$ cat config.mk
export PLATFORM = sky130hd
export DESIGN_NAME = fbst_tap
export DESIGN_NICKNAME = d
export VERILOG_FILES = /design/src/fbst_pkg.sv /design/src/fbst_tap.sv /design/src/fbst_sync.sv
export SDC_FILE = /design/constraint.sdc
export NUM_CORES = 1
export LEC_CHECK = 0
export BUFFER_PORTS_ARGS = -buffer_cell sky130_fd_sc_hd__buf_2
export CORE_ASPECT_RATIO = 1.4
export CORE_MARGIN = 4
export CORE_UTILIZATION = 51
export CTS_BUF_LIST = sky130_fd_sc_hd__clkbuf_4 sky130_fd_sc_hd__clkbuf_8
export CTS_CLUSTER_DIAMETER = 30
export CTS_CLUSTER_SIZE = 28
export DETAILED_ROUTE_END_ITERATION = 6
export GPL_TIMING_DRIVEN = 0
export PLACE_DENSITY_LB_ADDON = 0.2
export SLEW_MARGIN = 20
export SYNTH_ARGS = -nofsm -noshare
export SYNTH_HDL_FRONTEND = slang
export SYNTH_SLANG_ARGS = --single-unit
$ cat constraint.sdc
create_clock -name clock -period 1.7 [get_ports clock]
set_input_delay 0.085 -clock clock [delete_from_list [all_inputs] [get_ports clock]]
set_output_delay 0.085 -clock clock [all_outputs]
set_load 0.05 [all_outputs]
$ cat src/fbst_pkg.sv
// constants, encodings and types for the boundary-scan test port
package fbst_pkg;
  // tap controller states
  typedef enum logic [3:0] {
    ST_TLR = 4'h0, ST_RTI = 4'h1, ST_SELDR = 4'h2, ST_CAPDR = 4'h3,
    ST_SHDR = 4'h4, ST_EX1DR = 4'h5, ST_PAUDR = 4'h6, ST_EX2DR = 4'h7,
    ST_UPDR = 4'h8, ST_SELIR = 4'h9, ST_CAPIR = 4'hA, ST_SHIR = 4'hB,
    ST_EX1IR = 4'hC, ST_PAUIR = 4'hD, ST_EX2IR = 4'hE, ST_UPIR = 4'hF
  } fbst_state_t;
  // data register paths chosen by the instruction
  typedef enum logic [2:0] {
    DR_BOUND = 3'h0, DR_RING1 = 3'h1, DR_RING2 = 3'h2,
    DR_CFGW = 3'h3, DR_CFGR = 3'h4, DR_BYP = 3'h5
  } fbst_path_t;
  // instruction codes
  localparam int IR_W = 3;
  localparam logic [IR_W-1:0] INS_EXTEST = 3'h0;
  localparam logic [IR_W-1:0] INS_RING1 = 3'h1;
  localparam logic [IR_W-1:0] INS_CFGW = 3'h2;
  localparam logic [IR_W-1:0] INS_RSVD = 3'h3;
  localparam logic [IR_W-1:0] INS_SAMPLE = 3'h4;
  localparam logic [IR_W-1:0] INS_RING2 = 3'h5;
  localparam logic [IR_W-1:0] INS_CFGR = 3'h6;
  localparam logic [IR_W-1:0] INS_BYPASS = 3'h7;
  localparam logic [IR_W-1:0] IR_CAPTURE = 3'h1; // fixed pattern loaded on capture
  // readback limit option
  localparam logic [1:0] RB_INHIBIT = 2'h0;
  localparam logic [1:0] RB_ONE = 2'h1;
  localparam logic [1:0] RB_UNLIMITED = 2'h2;
  // boundary cells per pad and their position within a pad
  localparam int CELLS_PER_PAD = 2;
  localparam int CELL_DATA = 0;
  localparam int CELL_CTRL = 1;
  // default pad count and synchroniser depth
  localparam int NPADS_DEF = 8;
  localparam int SYNC_STAGES = 2;
  // link timing (test clock at most 10 MHz)
  localparam int TCK_MAX_MHZ = 10;
endpackage : fbst_pkg

$ cat src/fbst_tap.sv
// boundary-scan test port: tap controller, instruction, boundary, bypass and vendor paths
//
// Notes on behaviour
// - readback limited by option: none, exactly one, or unlimited
// - four test pins only: data in, mode select, test clock, data out
// - reconfiguration pin resets the controller, instruction register and update stage alongside power-up reset
// - three-bit instruction register with eight fixed codes
// - extest: two bits per pad, drive when enabled, else capture pad input
// - sample captures all pads and their enables at once, no disturbance
// - two ring instructions link user scan chains between data in and out
// - configuration write loads configuration serially from data in
// - configuration read shifts configuration memory out after configuration
// - every pad has a cell except config clock, done and test pads
// - chain runs clockwise from top-left pad to top of left edge
// - bypass uses a single flip-flop between data in and data out
// - scan active before and during configuration, afterwards by option
// - no identification register or instruction
// - scan disabled: pins become user io, data out tristate or readback
// - sixteen standard states, changed only on rising test clock edges by mode select, or by reset
// - outputs test reset, select, data-out enable, capture/shift/update strobes
// - capture loads, shift moves bits, update loads decode or pad controls
// - data out pad shared with configuration readback data
// - sample inputs on rising test clock, change data out on falling
// - extest drives pads on falling test clock edge
// - pad mode picks scan data for extest, functional data otherwise
//
// The address map and the strobed register port were left to the implementer.
`timescale 1ns/1ps
module fbst_tap #(
  parameter int NPADS = fbst_pkg::NPADS_DEF
) (
  input wire logic clock,
  input wire logic rstn,
  input wire logic tck_pin,
  input wire logic tms_pin,
  input wire logic tdi_pin,
  output logic tdo_out,
  output logic tdo_oe,
  input wire logic powerup_reset_in,
  input wire logic reconfigure_pin_n,
  input wire logic config_done,
  input wire logic scan_keep,
  input wire logic [1:0] readback_option,
  input wire logic rd_data_in,
  input wire logic rd_data_oe_in,
  input wire logic [NPADS-1:0] pad_in,
  output logic [NPADS-1:0] pad_out,
  output logic [NPADS-1:0] pad_oe,
  input wire logic [NPADS-1:0] core_out,
  input wire logic [NPADS-1:0] core_oe,
  output logic [NPADS-1:0] core_in,
  output logic [2:0] user_pins,
  input wire logic ring1_so,
  input wire logic ring2_so,
  output logic ring_si,
  output logic ring1_sel,
  output logic ring2_sel,
  output logic ring_capture,
  output logic ring_shift,
  output logic ring_update,
  output logic cfg_wr_bit,
  output logic cfg_wr_stb,
  input wire logic cfg_rd_bit,
  output logic cfg_rd_next,
  output logic test_reset,
  output logic sel_ir,
  output logic tdo_enable,
  output logic capture_dr,
  output logic capture_ir,
  output logic shift_dr,
  output logic shift_ir,
  output logic update_dr,
  output logic update_ir,
  output logic scan_active
);
  import fbst_pkg::*;

  localparam int NB = NPADS * CELLS_PER_PAD;
  localparam int SW = NPADS + 5;

  // instruction decode, shared by shift, capture and output paths
  function automatic fbst_path_t path_of(input logic [IR_W-1:0] ins);
    case (ins)
      INS_EXTEST, INS_SAMPLE: path_of = DR_BOUND;
      INS_RING1: path_of = DR_RING1;
      INS_RING2: path_of = DR_RING2;
      INS_CFGW: path_of = DR_CFGW;
      INS_CFGR: path_of = DR_CFGR;
      default: path_of = DR_BYP;
    endcase
  endfunction : path_of

  // tap next-state table
  function automatic fbst_state_t next_of(input fbst_state_t s, input logic m);
    case (s)
      ST_TLR: next_of = m ? ST_TLR : ST_RTI;
      ST_RTI: next_of = m ? ST_SELDR : ST_RTI;
      ST_SELDR: next_of = m ? ST_SELIR : ST_CAPDR;
      ST_CAPDR: next_of = m ? ST_EX1DR : ST_SHDR;
      ST_SHDR: next_of = m ? ST_EX1DR : ST_SHDR;
      ST_EX1DR: next_of = m ? ST_UPDR : ST_PAUDR;
      ST_PAUDR: next_of = m ? ST_EX2DR : ST_PAUDR;
      ST_EX2DR: next_of = m ? ST_UPDR : ST_SHDR;
      ST_UPDR: next_of = m ? ST_SELDR : ST_RTI;
      ST_SELIR: next_of = m ? ST_TLR : ST_CAPIR;
      ST_CAPIR: next_of = m ? ST_EX1IR : ST_SHIR;
      ST_SHIR: next_of = m ? ST_EX1IR : ST_SHIR;
      ST_EX1IR: next_of = m ? ST_UPIR : ST_PAUIR;
      ST_PAUIR: next_of = m ? ST_EX2IR : ST_PAUIR;
      ST_EX2IR: next_of = m ? ST_UPIR : ST_SHIR;
      ST_UPIR: next_of = m ? ST_SELDR : ST_RTI;
      default: next_of = ST_TLR;
    endcase
  endfunction : next_of

  logic [SW-1:0] sync_q;
  logic [NPADS-1:0] pad_s;
  logic tck_s, tms_s, tdi_s, por_s, reconfigure_pin_n_s;
  logic tck_d_r;
  logic tck_rise, tck_fall;
  fbst_state_t state_r;
  logic [IR_W-1:0] ir_sh_r, ir_r;
  logic [NB-1:0] chain_r, upd_r;
  logic byp_r, cfgw_last_r, rb_used_r;
  logic trst, active, extest, rb_ok;
  fbst_path_t path;
  logic dr_so;

  // every pin from the board passes two flops first
  fbst_sync #(
    .W(SW)
  ) u_sync (
    .clock(clock),
    .rstn(rstn),
    .d({pad_in, tck_pin, tms_pin, tdi_pin, powerup_reset_in, reconfigure_pin_n}),
    .q(sync_q)
  );

  assign pad_s = sync_q[SW-1:5];
  assign tck_s = sync_q[4];
  assign tms_s = sync_q[3];
  assign tdi_s = sync_q[2];
  assign por_s = sync_q[1];
  assign reconfigure_pin_n_s = sync_q[0];

  // scan stays alive until configuration ends, then by option
  assign active = !config_done || scan_keep;
  assign trst = por_s || !reconfigure_pin_n_s || !active;
  assign tck_rise = tck_s && !tck_d_r;
  assign tck_fall = !tck_s && tck_d_r;
  assign path = path_of(ir_r);
  assign extest = (ir_r == INS_EXTEST);
  assign rb_ok = config_done && ((readback_option == RB_UNLIMITED) ||
                 ((readback_option == RB_ONE) && !rb_used_r));

  // test clock edge detector
  always_ff @(posedge clock or negedge rstn) begin
    if (!rstn) begin
      tck_d_r <= 1'b0;
    end else begin
      tck_d_r <= tck_s;
    end
  end

  // tap controller steps only on rising test clock
  always_ff @(posedge clock or negedge rstn) begin
    if (!rstn) begin
      state_r <= ST_TLR;
    end else if (trst) begin
      state_r <= ST_TLR;
    end else if (tck_rise) begin
      state_r <= next_of(state_r, tms_s);
    end
  end

  // instruction register: capture and shift on rising edge, update on falling edge
  always_ff @(posedge clock or negedge rstn) begin
    if (!rstn) begin
      ir_sh_r <= INS_BYPASS;
      ir_r <= INS_BYPASS;
    end else if (trst || state_r == ST_TLR) begin
      ir_sh_r <= INS_BYPASS;
      ir_r <= INS_BYPASS;
    end else begin
      if (tck_rise && state_r == ST_CAPIR) begin
        ir_sh_r <= IR_CAPTURE;
      end else if (tck_rise && state_r == ST_SHIR) begin
        ir_sh_r <= {tdi_s, ir_sh_r[IR_W-1:1]};
      end
      if (tck_fall && state_r == ST_UPIR) begin
        ir_r <= ir_sh_r;
      end
    end
  end

  // boundary chain: bit 2i is pad i data, 2i+1 its enable; pad 0 next to data in
  always_ff @(posedge clock or negedge rstn) begin
    if (!rstn) begin
      chain_r <= '0;
    end else if (tck_rise && path == DR_BOUND) begin
      if (state_r == ST_CAPDR) begin
        for (int i = 0; i < NPADS; i++) begin
          chain_r[i*CELLS_PER_PAD+CELL_CTRL] <= pad_oe[i];
          chain_r[i*CELLS_PER_PAD+CELL_DATA] <= pad_oe[i] ? pad_out[i] : pad_s[i];
        end
      end else if (state_r == ST_SHDR) begin
        chain_r <= {chain_r[NB-2:0], tdi_s};
      end
    end
  end

  // update stage loads on the falling edge of update-dr
  always_ff @(posedge clock or negedge rstn) begin
    if (!rstn) begin
      upd_r <= '0;
    end else if (trst || state_r == ST_TLR) begin
      upd_r <= '0;
    end else if (tck_fall && state_r == ST_UPDR && path == DR_BOUND) begin
      upd_r <= chain_r;
    end
  end

  // pad drivers: scan values under extest, functional data otherwise
  generate
    for (genvar g = 0; g < NPADS; g++) begin : g_pad
      always_ff @(posedge clock or negedge rstn) begin
        if (!rstn) begin
          pad_out[g] <= 1'b0;
          pad_oe[g] <= 1'b0;
          core_in[g] <= 1'b0;
        end else begin
          pad_out[g] <= extest ? upd_r[g*CELLS_PER_PAD+CELL_DATA] : core_out[g];
          pad_oe[g] <= extest ? upd_r[g*CELLS_PER_PAD+CELL_CTRL] : core_oe[g];
          core_in[g] <= pad_s[g];
        end
      end
    end
  endgenerate

  // single-stage bypass register
  always_ff @(posedge clock or negedge rstn) begin
    if (!rstn) begin
      byp_r <= 1'b0;
    end else if (tck_rise && path == DR_BYP) begin
      if (state_r == ST_CAPDR) begin
        byp_r <= 1'b0;
      end else if (state_r == ST_SHDR) begin
        byp_r <= tdi_s;
      end
    end
  end

  // configuration write: each shifted bit goes out with a one-cycle strobe
  always_ff @(posedge clock or negedge rstn) begin
    if (!rstn) begin
      cfg_wr_bit <= 1'b0;
      cfg_wr_stb <= 1'b0;
      cfgw_last_r <= 1'b0;
    end else begin
      cfg_wr_stb <= 1'b0;
      if (tck_rise && state_r == ST_SHDR && path == DR_CFGW) begin
        cfg_wr_bit <= tdi_s;
        cfg_wr_stb <= 1'b1;
        cfgw_last_r <= tdi_s;
      end
    end
  end

  // configuration read: advance memory per shifted bit, flag that a session has been used
  always_ff @(posedge clock or negedge rstn) begin
    if (!rstn) begin
      cfg_rd_next <= 1'b0;
      rb_used_r <= 1'b0;
    end else begin
      cfg_rd_next <= tck_rise && state_r == ST_SHDR && path == DR_CFGR && rb_ok;
      if (tck_fall && state_r == ST_UPDR && path == DR_CFGR && rb_ok) begin
        rb_used_r <= 1'b1;
      end
    end
  end

  // user scan rings see strobes and data from the tap
  always_ff @(posedge clock or negedge rstn) begin
    if (!rstn) begin
      ring_si <= 1'b0;
      ring1_sel <= 1'b0;
      ring2_sel <= 1'b0;
      ring_capture <= 1'b0;
      ring_shift <= 1'b0;
      ring_update <= 1'b0;
    end else begin
      ring_si <= tdi_s;
      ring1_sel <= (path == DR_RING1);
      ring2_sel <= (path == DR_RING2);
      ring_capture <= tck_rise && state_r == ST_CAPDR && (path == DR_RING1 || path == DR_RING2);
      ring_shift <= tck_rise && state_r == ST_SHDR && (path == DR_RING1 || path == DR_RING2);
      ring_update <= tck_fall && state_r == ST_UPDR && (path == DR_RING1 || path == DR_RING2);
    end
  end

  // serial output of the selected data register
  always_comb begin
    case (path)
      DR_BOUND: dr_so = chain_r[NB-1];
      DR_RING1: dr_so = ring1_so;
      DR_RING2: dr_so = ring2_so;
      DR_CFGW: dr_so = cfgw_last_r;
      DR_CFGR: dr_so = rb_ok ? cfg_rd_bit : 1'b0;
      default: dr_so = byp_r;
    endcase
  end

  // shared data-out pad: scan bits on falling edge, readback when scan is off
  always_ff @(posedge clock or negedge rstn) begin
    if (!rstn) begin
      tdo_out <= 1'b0;
      tdo_oe <= 1'b0;
    end else if (!active) begin
      tdo_out <= rd_data_in;
      tdo_oe <= rd_data_oe_in;
    end else if (tck_fall) begin
      tdo_oe <= (state_r == ST_SHDR) || (state_r == ST_SHIR);
      tdo_out <= (state_r == ST_SHIR) ? ir_sh_r[0] : dr_so;
    end
  end

  // test pins handed to user logic when scan is off
  always_ff @(posedge clock or negedge rstn) begin
    if (!rstn) begin
      user_pins <= '0;
      scan_active <= 1'b0;
    end else begin
      user_pins <= active ? 3'h0 : {tck_s, tms_s, tdi_s};
      scan_active <= active;
    end
  end

  // controller status outputs decoded from the state
  always_ff @(posedge clock or negedge rstn) begin
    if (!rstn) begin
      test_reset <= 1'b1;
      sel_ir <= 1'b0;
      tdo_enable <= 1'b0;
      capture_dr <= 1'b0;
      capture_ir <= 1'b0;
      shift_dr <= 1'b0;
      shift_ir <= 1'b0;
      update_dr <= 1'b0;
      update_ir <= 1'b0;
    end else begin
      test_reset <= (state_r == ST_TLR);
      sel_ir <= (state_r >= ST_SELIR);
      tdo_enable <= (state_r == ST_SHDR) || (state_r == ST_SHIR);
      capture_dr <= (state_r == ST_CAPDR);
      capture_ir <= (state_r == ST_CAPIR);
      shift_dr <= (state_r == ST_SHDR);
      shift_ir <= (state_r == ST_SHIR);
      update_dr <= (state_r == ST_UPDR);
      update_ir <= (state_r == ST_UPIR);
    end
  end

  // no identification register exists; unknown codes fall to bypass
endmodule : fbst_tap

$ cat src/fbst_sync.sv
// two-flop synchroniser for a bundle of asynchronous inputs
`timescale 1ns/1ps
module fbst_sync #(
  parameter int W = 1
) (
  input wire logic clock,
  input wire logic rstn,
  input wire logic [W-1:0] d,
  output logic [W-1:0] q
);
  import fbst_pkg::*;
  logic [W-1:0] meta_r;

  // first stage feeds only the second
  always_ff @(posedge clock or negedge rstn) begin
    if (!rstn) begin
      meta_r <= '0;
      q <= '0;
    end else begin
      meta_r <= d;
      q <= meta_r;
    end
  end
endmodule : fbst_sync

==> results.env <==
HOLDPATHSTAGES=4
DRV.MAX_CAP_VIOLATION_COUNT=0
SYNTH-EDFF-COUNT=0
FIRST_GLOBAL_VIAS=3493
CRITICAL_PATH.N_BUFFERS_INVERTERS=2
DIE-WIDTH_UM=87.98
LAYOUT-AREA-OVERHEAD-VS-SYNTH_PCT=34.66
INITIAL_CORE_UTIL_PCT=52.75
TIMING.FINAL.MAX_SLEW_VIOLATIONS=0
SEQCELLAREA_UM2=2989
PORT_BUFFERS=87
R2R-END='upd_r[14]'
CLOCK_SINKS=119
CRITPATHKIND='reg2reg'
CP_CELL_SEQUENCE='nor4_4 > nor4b_4 > and3b_1 > buf_6 > buf_8 > a22o_1'
GLOBALROUTETOTALUTIL_PCT=21.43
TRITONCTS='yes'
GRT_PASS1_WL_UM=17200
SLEW-LIMIT-HEADROOM_PCT=58.61
VIOLATED_CHECKS='negative setup slack'
SYNTHARSTFLOPSHARE_PCT=100.0
H-TREE-DEPTH=4
POWER.LEAKAGE_nW=2.928
WORSTHOLDSTART='scan_keep'
LARGEST_NET_DEGREE_AT_THE_START_OF_GLOBAL_ROUTING=80
FIRST_ITER_VIOLATIONS=171
CRITICAL_PATH.MAX_STAGE_DELAY_PS=490
CLKTRANSATPATHREGS_PS=70
ROUTABILITY_CONGESTION_ESTIMATE=0.8488
HOLD_END='tdo_oe'
CLK-INSERTION-DELAY-LATE_PS=430
FINALHOLDVIOLCOUNT=0
MIN_PERIOD_OVER_PERIOD_PCT=101.1
FINAL.SETUP.WORST_SLACK_PS=-19.33
WORSTHOLDPATHTYPE='in2reg'
DRT_FIRST_PASS_ITERS=4
CTS_ROOT_BUFFER='sky130_fd_sc_hd__clkbuf_8'
COUNT_OF_CELLS_ALONG_THE_WORST_REGISTER_TO_REGISTER_PATH=6
SYNTH.CELL_AREA_UM2=4567
YS_SEQ_AREA_SHARE_PCT=65.40
FINAL_LAYOUT_SIZE_SUFFIX_GT1_SHARE_PCT=37.67
SYNTH_FLOP_CELL='sky130_fd_sc_hd__dfrtp_1'
OUTCOME='complete, but fails checks'
CORE_UM2=8658
NUMBER_OF_STORAGE_ELEMENTS_IN_THE_SYNTHESIS_NETLIST=119
FIN_AREA_UM2=6150
DETAIL-ROUTE-ANTENNA-NETS=0
CRITPATHTOPFAMILY='simple AND/OR/NAND/NOR gates'
DIE_AREA_UM2=10550
DETAILED_PLACE_HPWL_UM=6972
REPORT.POWER.TOTAL_mW=6.054
IOPINCOUNT=88
CRIT_PATH_END_KIND='flop'
IR_WORST_VDD_uV=678.4
FILLCELLCOUNT=592
VIAS_POST_DR=3325
ANTENNA_CELLS_INSERTED=0
RSZ0062_AT_GRT='true'
MULTI_INPUT_COMB_AREA_UM2=1535
YOSYSUNIQUECELLTYPES=48
MIN_PERIOD_PS=1719
FINAL_SETUP_VIOLATING_ENDPOINTS=13
MAPPEDNETLISTNETS=399
CPMAXSTAGEDELAYCELL='sky130_fd_sc_hd__dfrtp_2'
VIA_PER_INST=5.295
STARTPOINT='state_r[0]'
NUMCTSBUFFERS=17
POST_SYNTH_INST_COUNT=359
DATA_ARRIVAL_TIME_OF_THE_CRITICAL_PATH_PS=2030
CRIT_REQUIRED_PS=2010
TIMING.REG2REG.SETUP_SLACK_PS=-20
ACHIEVABLE_CLOCK_FREQUENCY_MHz=581.6
PLACEMENTROWS=40
YS_WARN_COUNT=0
POSTROUTEWIRELENGTH_UM=10500
DETAILED_PLACE.AREA_UM2=5167
FP.DIEH_UM=120.0
TYPE_OF_ORIGIN_OF_THE_CRITICAL_PATH='flop'
GLOBALROUTE.TOTALOVERFLOW=0
DRT-WIRELENGTH-PER-CELL_UM=16.72
DRC=0
TIMING.CLOCK.SKEW_PS=7.945
POWER_DENSITY_nW_PER_UM2=984.5
WORST_R2R_STARTPOINT='state_r[0]'
CLOCKBUFFERDEPTH=2
ANTENNA_FOUND_INITIAL=0
POST_SYNTH.CELL_AREA_AVG_UM2=12.72
FINAL_NETS=550
TIMING_WORST_SLEW_PIN_VALUE_PS=619.5
WORSTPATHMAXFANOUT=10
## through the flow
stage                     hold WS [ps]  worst slack (ps)  utilization, %  TNS (ps)  instances
final                            65.99            -19.33           71.03    -88.37        628
after global routing             88.57            -89.16           71.03     -1422        628
after floorplan                 -210.6             8.251               -         0        359
after global placement           192.3            -823.9           59.29   -103240        551
after detailed placement         20.28            -437.7           59.68    -11420        552
after CTS                        35.07            -189.5           69.55    -570.6        621
## sequential cells by signal, indices dropped and copies added, names as in the netlist, 3 cells and up
name           count
chain_r           16
upd_r             16
u_sync.meta_r     13
u_sync.q          13
core_in            8
pad_oe             8
pad_out            8
state_r            4
ir_r               3
ir_sh_r            3
user_pins          3
## routing by layer
layer	vias to the layer above	GRT usage, %	wire [um]
met5	-	0	0
li1	1563	-	-
met1	1636	25.97	4279
met4	0	7.582	183
met2	105	36.08	5482
met3	21	5.975	556
## synth_stat cells (2+ instances only)
cell type                  count  area [um2]
sky130_fd_sc_hd__nor3_1        2       10.01
sky130_fd_sc_hd__buf_2         8       40.04
sky130_fd_sc_hd__mux2_2       19       214.0
sky130_fd_sc_hd__buf_4         2       15.01
sky130_fd_sc_hd__o21ai_0      33       165.2
sky130_fd_sc_hd__nor2b_1       9       56.30
sky130_fd_sc_hd__dfrtp_1     112        2803
sky130_fd_sc_hd__nor2_1       14       52.55
sky130_fd_sc_hd__nand2_1      34       127.6
sky130_fd_sc_hd__a22o_1       16       140.1
sky130_fd_sc_hd__clkbuf_1     10       37.54
sky130_fd_sc_hd__and3_1        2       12.51
sky130_fd_sc_hd__nor3b_1       5       37.54
sky130_fd_sc_hd__and2_1        4       25.02
sky130_fd_sc_hd__a221oi_1      2       17.52
sky130_fd_sc_hd__nand2b_1      6       37.54
sky130_fd_sc_hd__a32o_1        2       20.02
sky130_fd_sc_hd__a21oi_1       8       40.04
sky130_fd_sc_hd__mux2i_1      16       160.2
sky130_fd_sc_hd__and3b_1       2       17.52
sky130_fd_sc_hd__dfstp_2       7       183.9
sky130_fd_sc_hd__o211ai_1      3       22.52
sky130_fd_sc_hd__nand3_1      12       60.06
sky130_fd_sc_hd__nand4_1       2       12.51
sky130_fd_sc_hd__inv_1         6       22.52
## cell usage in the layout, fill, tap and decap left out, types with 2 or more instances in the layout
| cell | n |
|---|---|
| sky130_fd_sc_hd__nand3_1 | 11 |
| sky130_fd_sc_hd__o21ai_0 | 31 |
| sky130_fd_sc_hd__nor4b_4 | 2 |
| sky130_fd_sc_hd__mux2i_1 | 16 |
| sky130_fd_sc_hd__and3b_1 | 2 |
| sky130_fd_sc_hd__o211ai_1 | 3 |
| sky130_fd_sc_hd__buf_2 | 91 |
| sky130_fd_sc_hd__dfstp_2 | 7 |
| sky130_fd_sc_hd__mux2_2 | 18 |
| sky130_fd_sc_hd__dfrtp_1 | 110 |
| sky130_fd_sc_hd__nor3b_1 | 4 |
| sky130_fd_sc_hd__nor2_1 | 13 |
| sky130_fd_sc_hd__nor3_1 | 2 |
| sky130_fd_sc_hd__o21ai_1 | 2 |
| sky130_fd_sc_hd__buf_6 | 4 |
| sky130_fd_sc_hd__clkbuf_8 | 20 |
| sky130_fd_sc_hd__clkbuf_4 | 4 |
| sky130_fd_sc_hd__buf_4 | 15 |
| sky130_fd_sc_hd__clkbuf_2 | 4 |
| sky130_fd_sc_hd__and3_1 | 2 |
| sky130_fd_sc_hd__nor3b_2 | 2 |
| sky130_fd_sc_hd__nand2_1 | 33 |
| sky130_fd_sc_hd__a22o_1 | 16 |
| sky130_fd_sc_hd__buf_8 | 2 |
| sky130_fd_sc_hd__a32o_1 | 2 |
| sky130_fd_sc_hd__inv_1 | 6 |
| sky130_fd_sc_hd__a21oi_1 | 8 |
| sky130_fd_sc_hd__dlygate4sd3_1 | 33 |
| sky130_fd_sc_hd__clkinv_2 | 7 |
| sky130_fd_sc_hd__a221oi_2 | 2 |
| sky130_fd_sc_hd__dfrtp_2 | 2 |
| sky130_fd_sc_hd__and2_1 | 4 |
| sky130_fd_sc_hd__nor2b_4 | 2 |
| sky130_fd_sc_hd__nand4_1 | 2 |
| sky130_fd_sc_hd__nor2b_1 | 7 |
| sky130_fd_sc_hd__bufinv_16 | 3 |
| sky130_fd_sc_hd__nand2b_1 | 6 |
## what timing repair did
action	4_1_cts	5_1_grt
buffers inserted	6	7
gates resized for setup	27	21
pin swaps	2	9
hold endpoints to repair	144	0
endpoints found under the setup margin	54	38
hold buffers	33	0
## how the worst max path moves through the flow
stage | to | cells after the start
floorplan | upd_r[15] | 7
global route | upd_r[10] | 6
global placement | u_sync.meta_r[5] | 1
finish | upd_r[14] | 6
detailed placement | pad_out[0] | 4
CTS | cfgw_last_r | 5
## layout make-up
class | instances | share of cell area, %
Clock inverter | 10 | 2.035
Multi-Input combinational cell | 213 | 24.96
Clock buffer | 22 | 4.720
Tap cell | 105 | 2.136
Inverter | 6 | 0.3662
Sequential cell | 119 | 48.61
Timing Repair Buffer | 134 | 14.79
Buffer | 19 | 2.380
## power by group
group	leakage, nW	total, mW	switching [mW]	internal (mW)
sequential	1.51	2.95	0.0434	2.91
combinational	1.20	0.469	0.298	0.171
clock	0.223	2.63	1.05	1.58
total	2.93	6.05	1.39	4.66
## cells by family (layout without fill, tap and decap cells)
| kind of cell | after synthesis | after routing | share of synthesized area, % |
|---|---|---|---|
| multiplexers | 35 | 35 | 8.192 |
| AND/OR/NAND/NOR | 102 | 102 | 12.55 |
| flip-flops | 119 | 119 | 65.40 |
| buffers and inverters | 27 | 191 | 2.767 |
| AO/OA/AOI/OAI | 75 | 75 | 10.90 |
| XOR/XNOR | 1 | 1 | 0.1918 |
## tightest hold or removal path, stage by stage
cell	delay, ps
sky130_fd_sc_hd__buf_2	80
sky130_fd_sc_hd__nor2b_1	120
sky130_fd_sc_hd__nand2_1	100
sky130_fd_sc_hd__o21ai_0	60
Power figures use the tool's default switching activity.
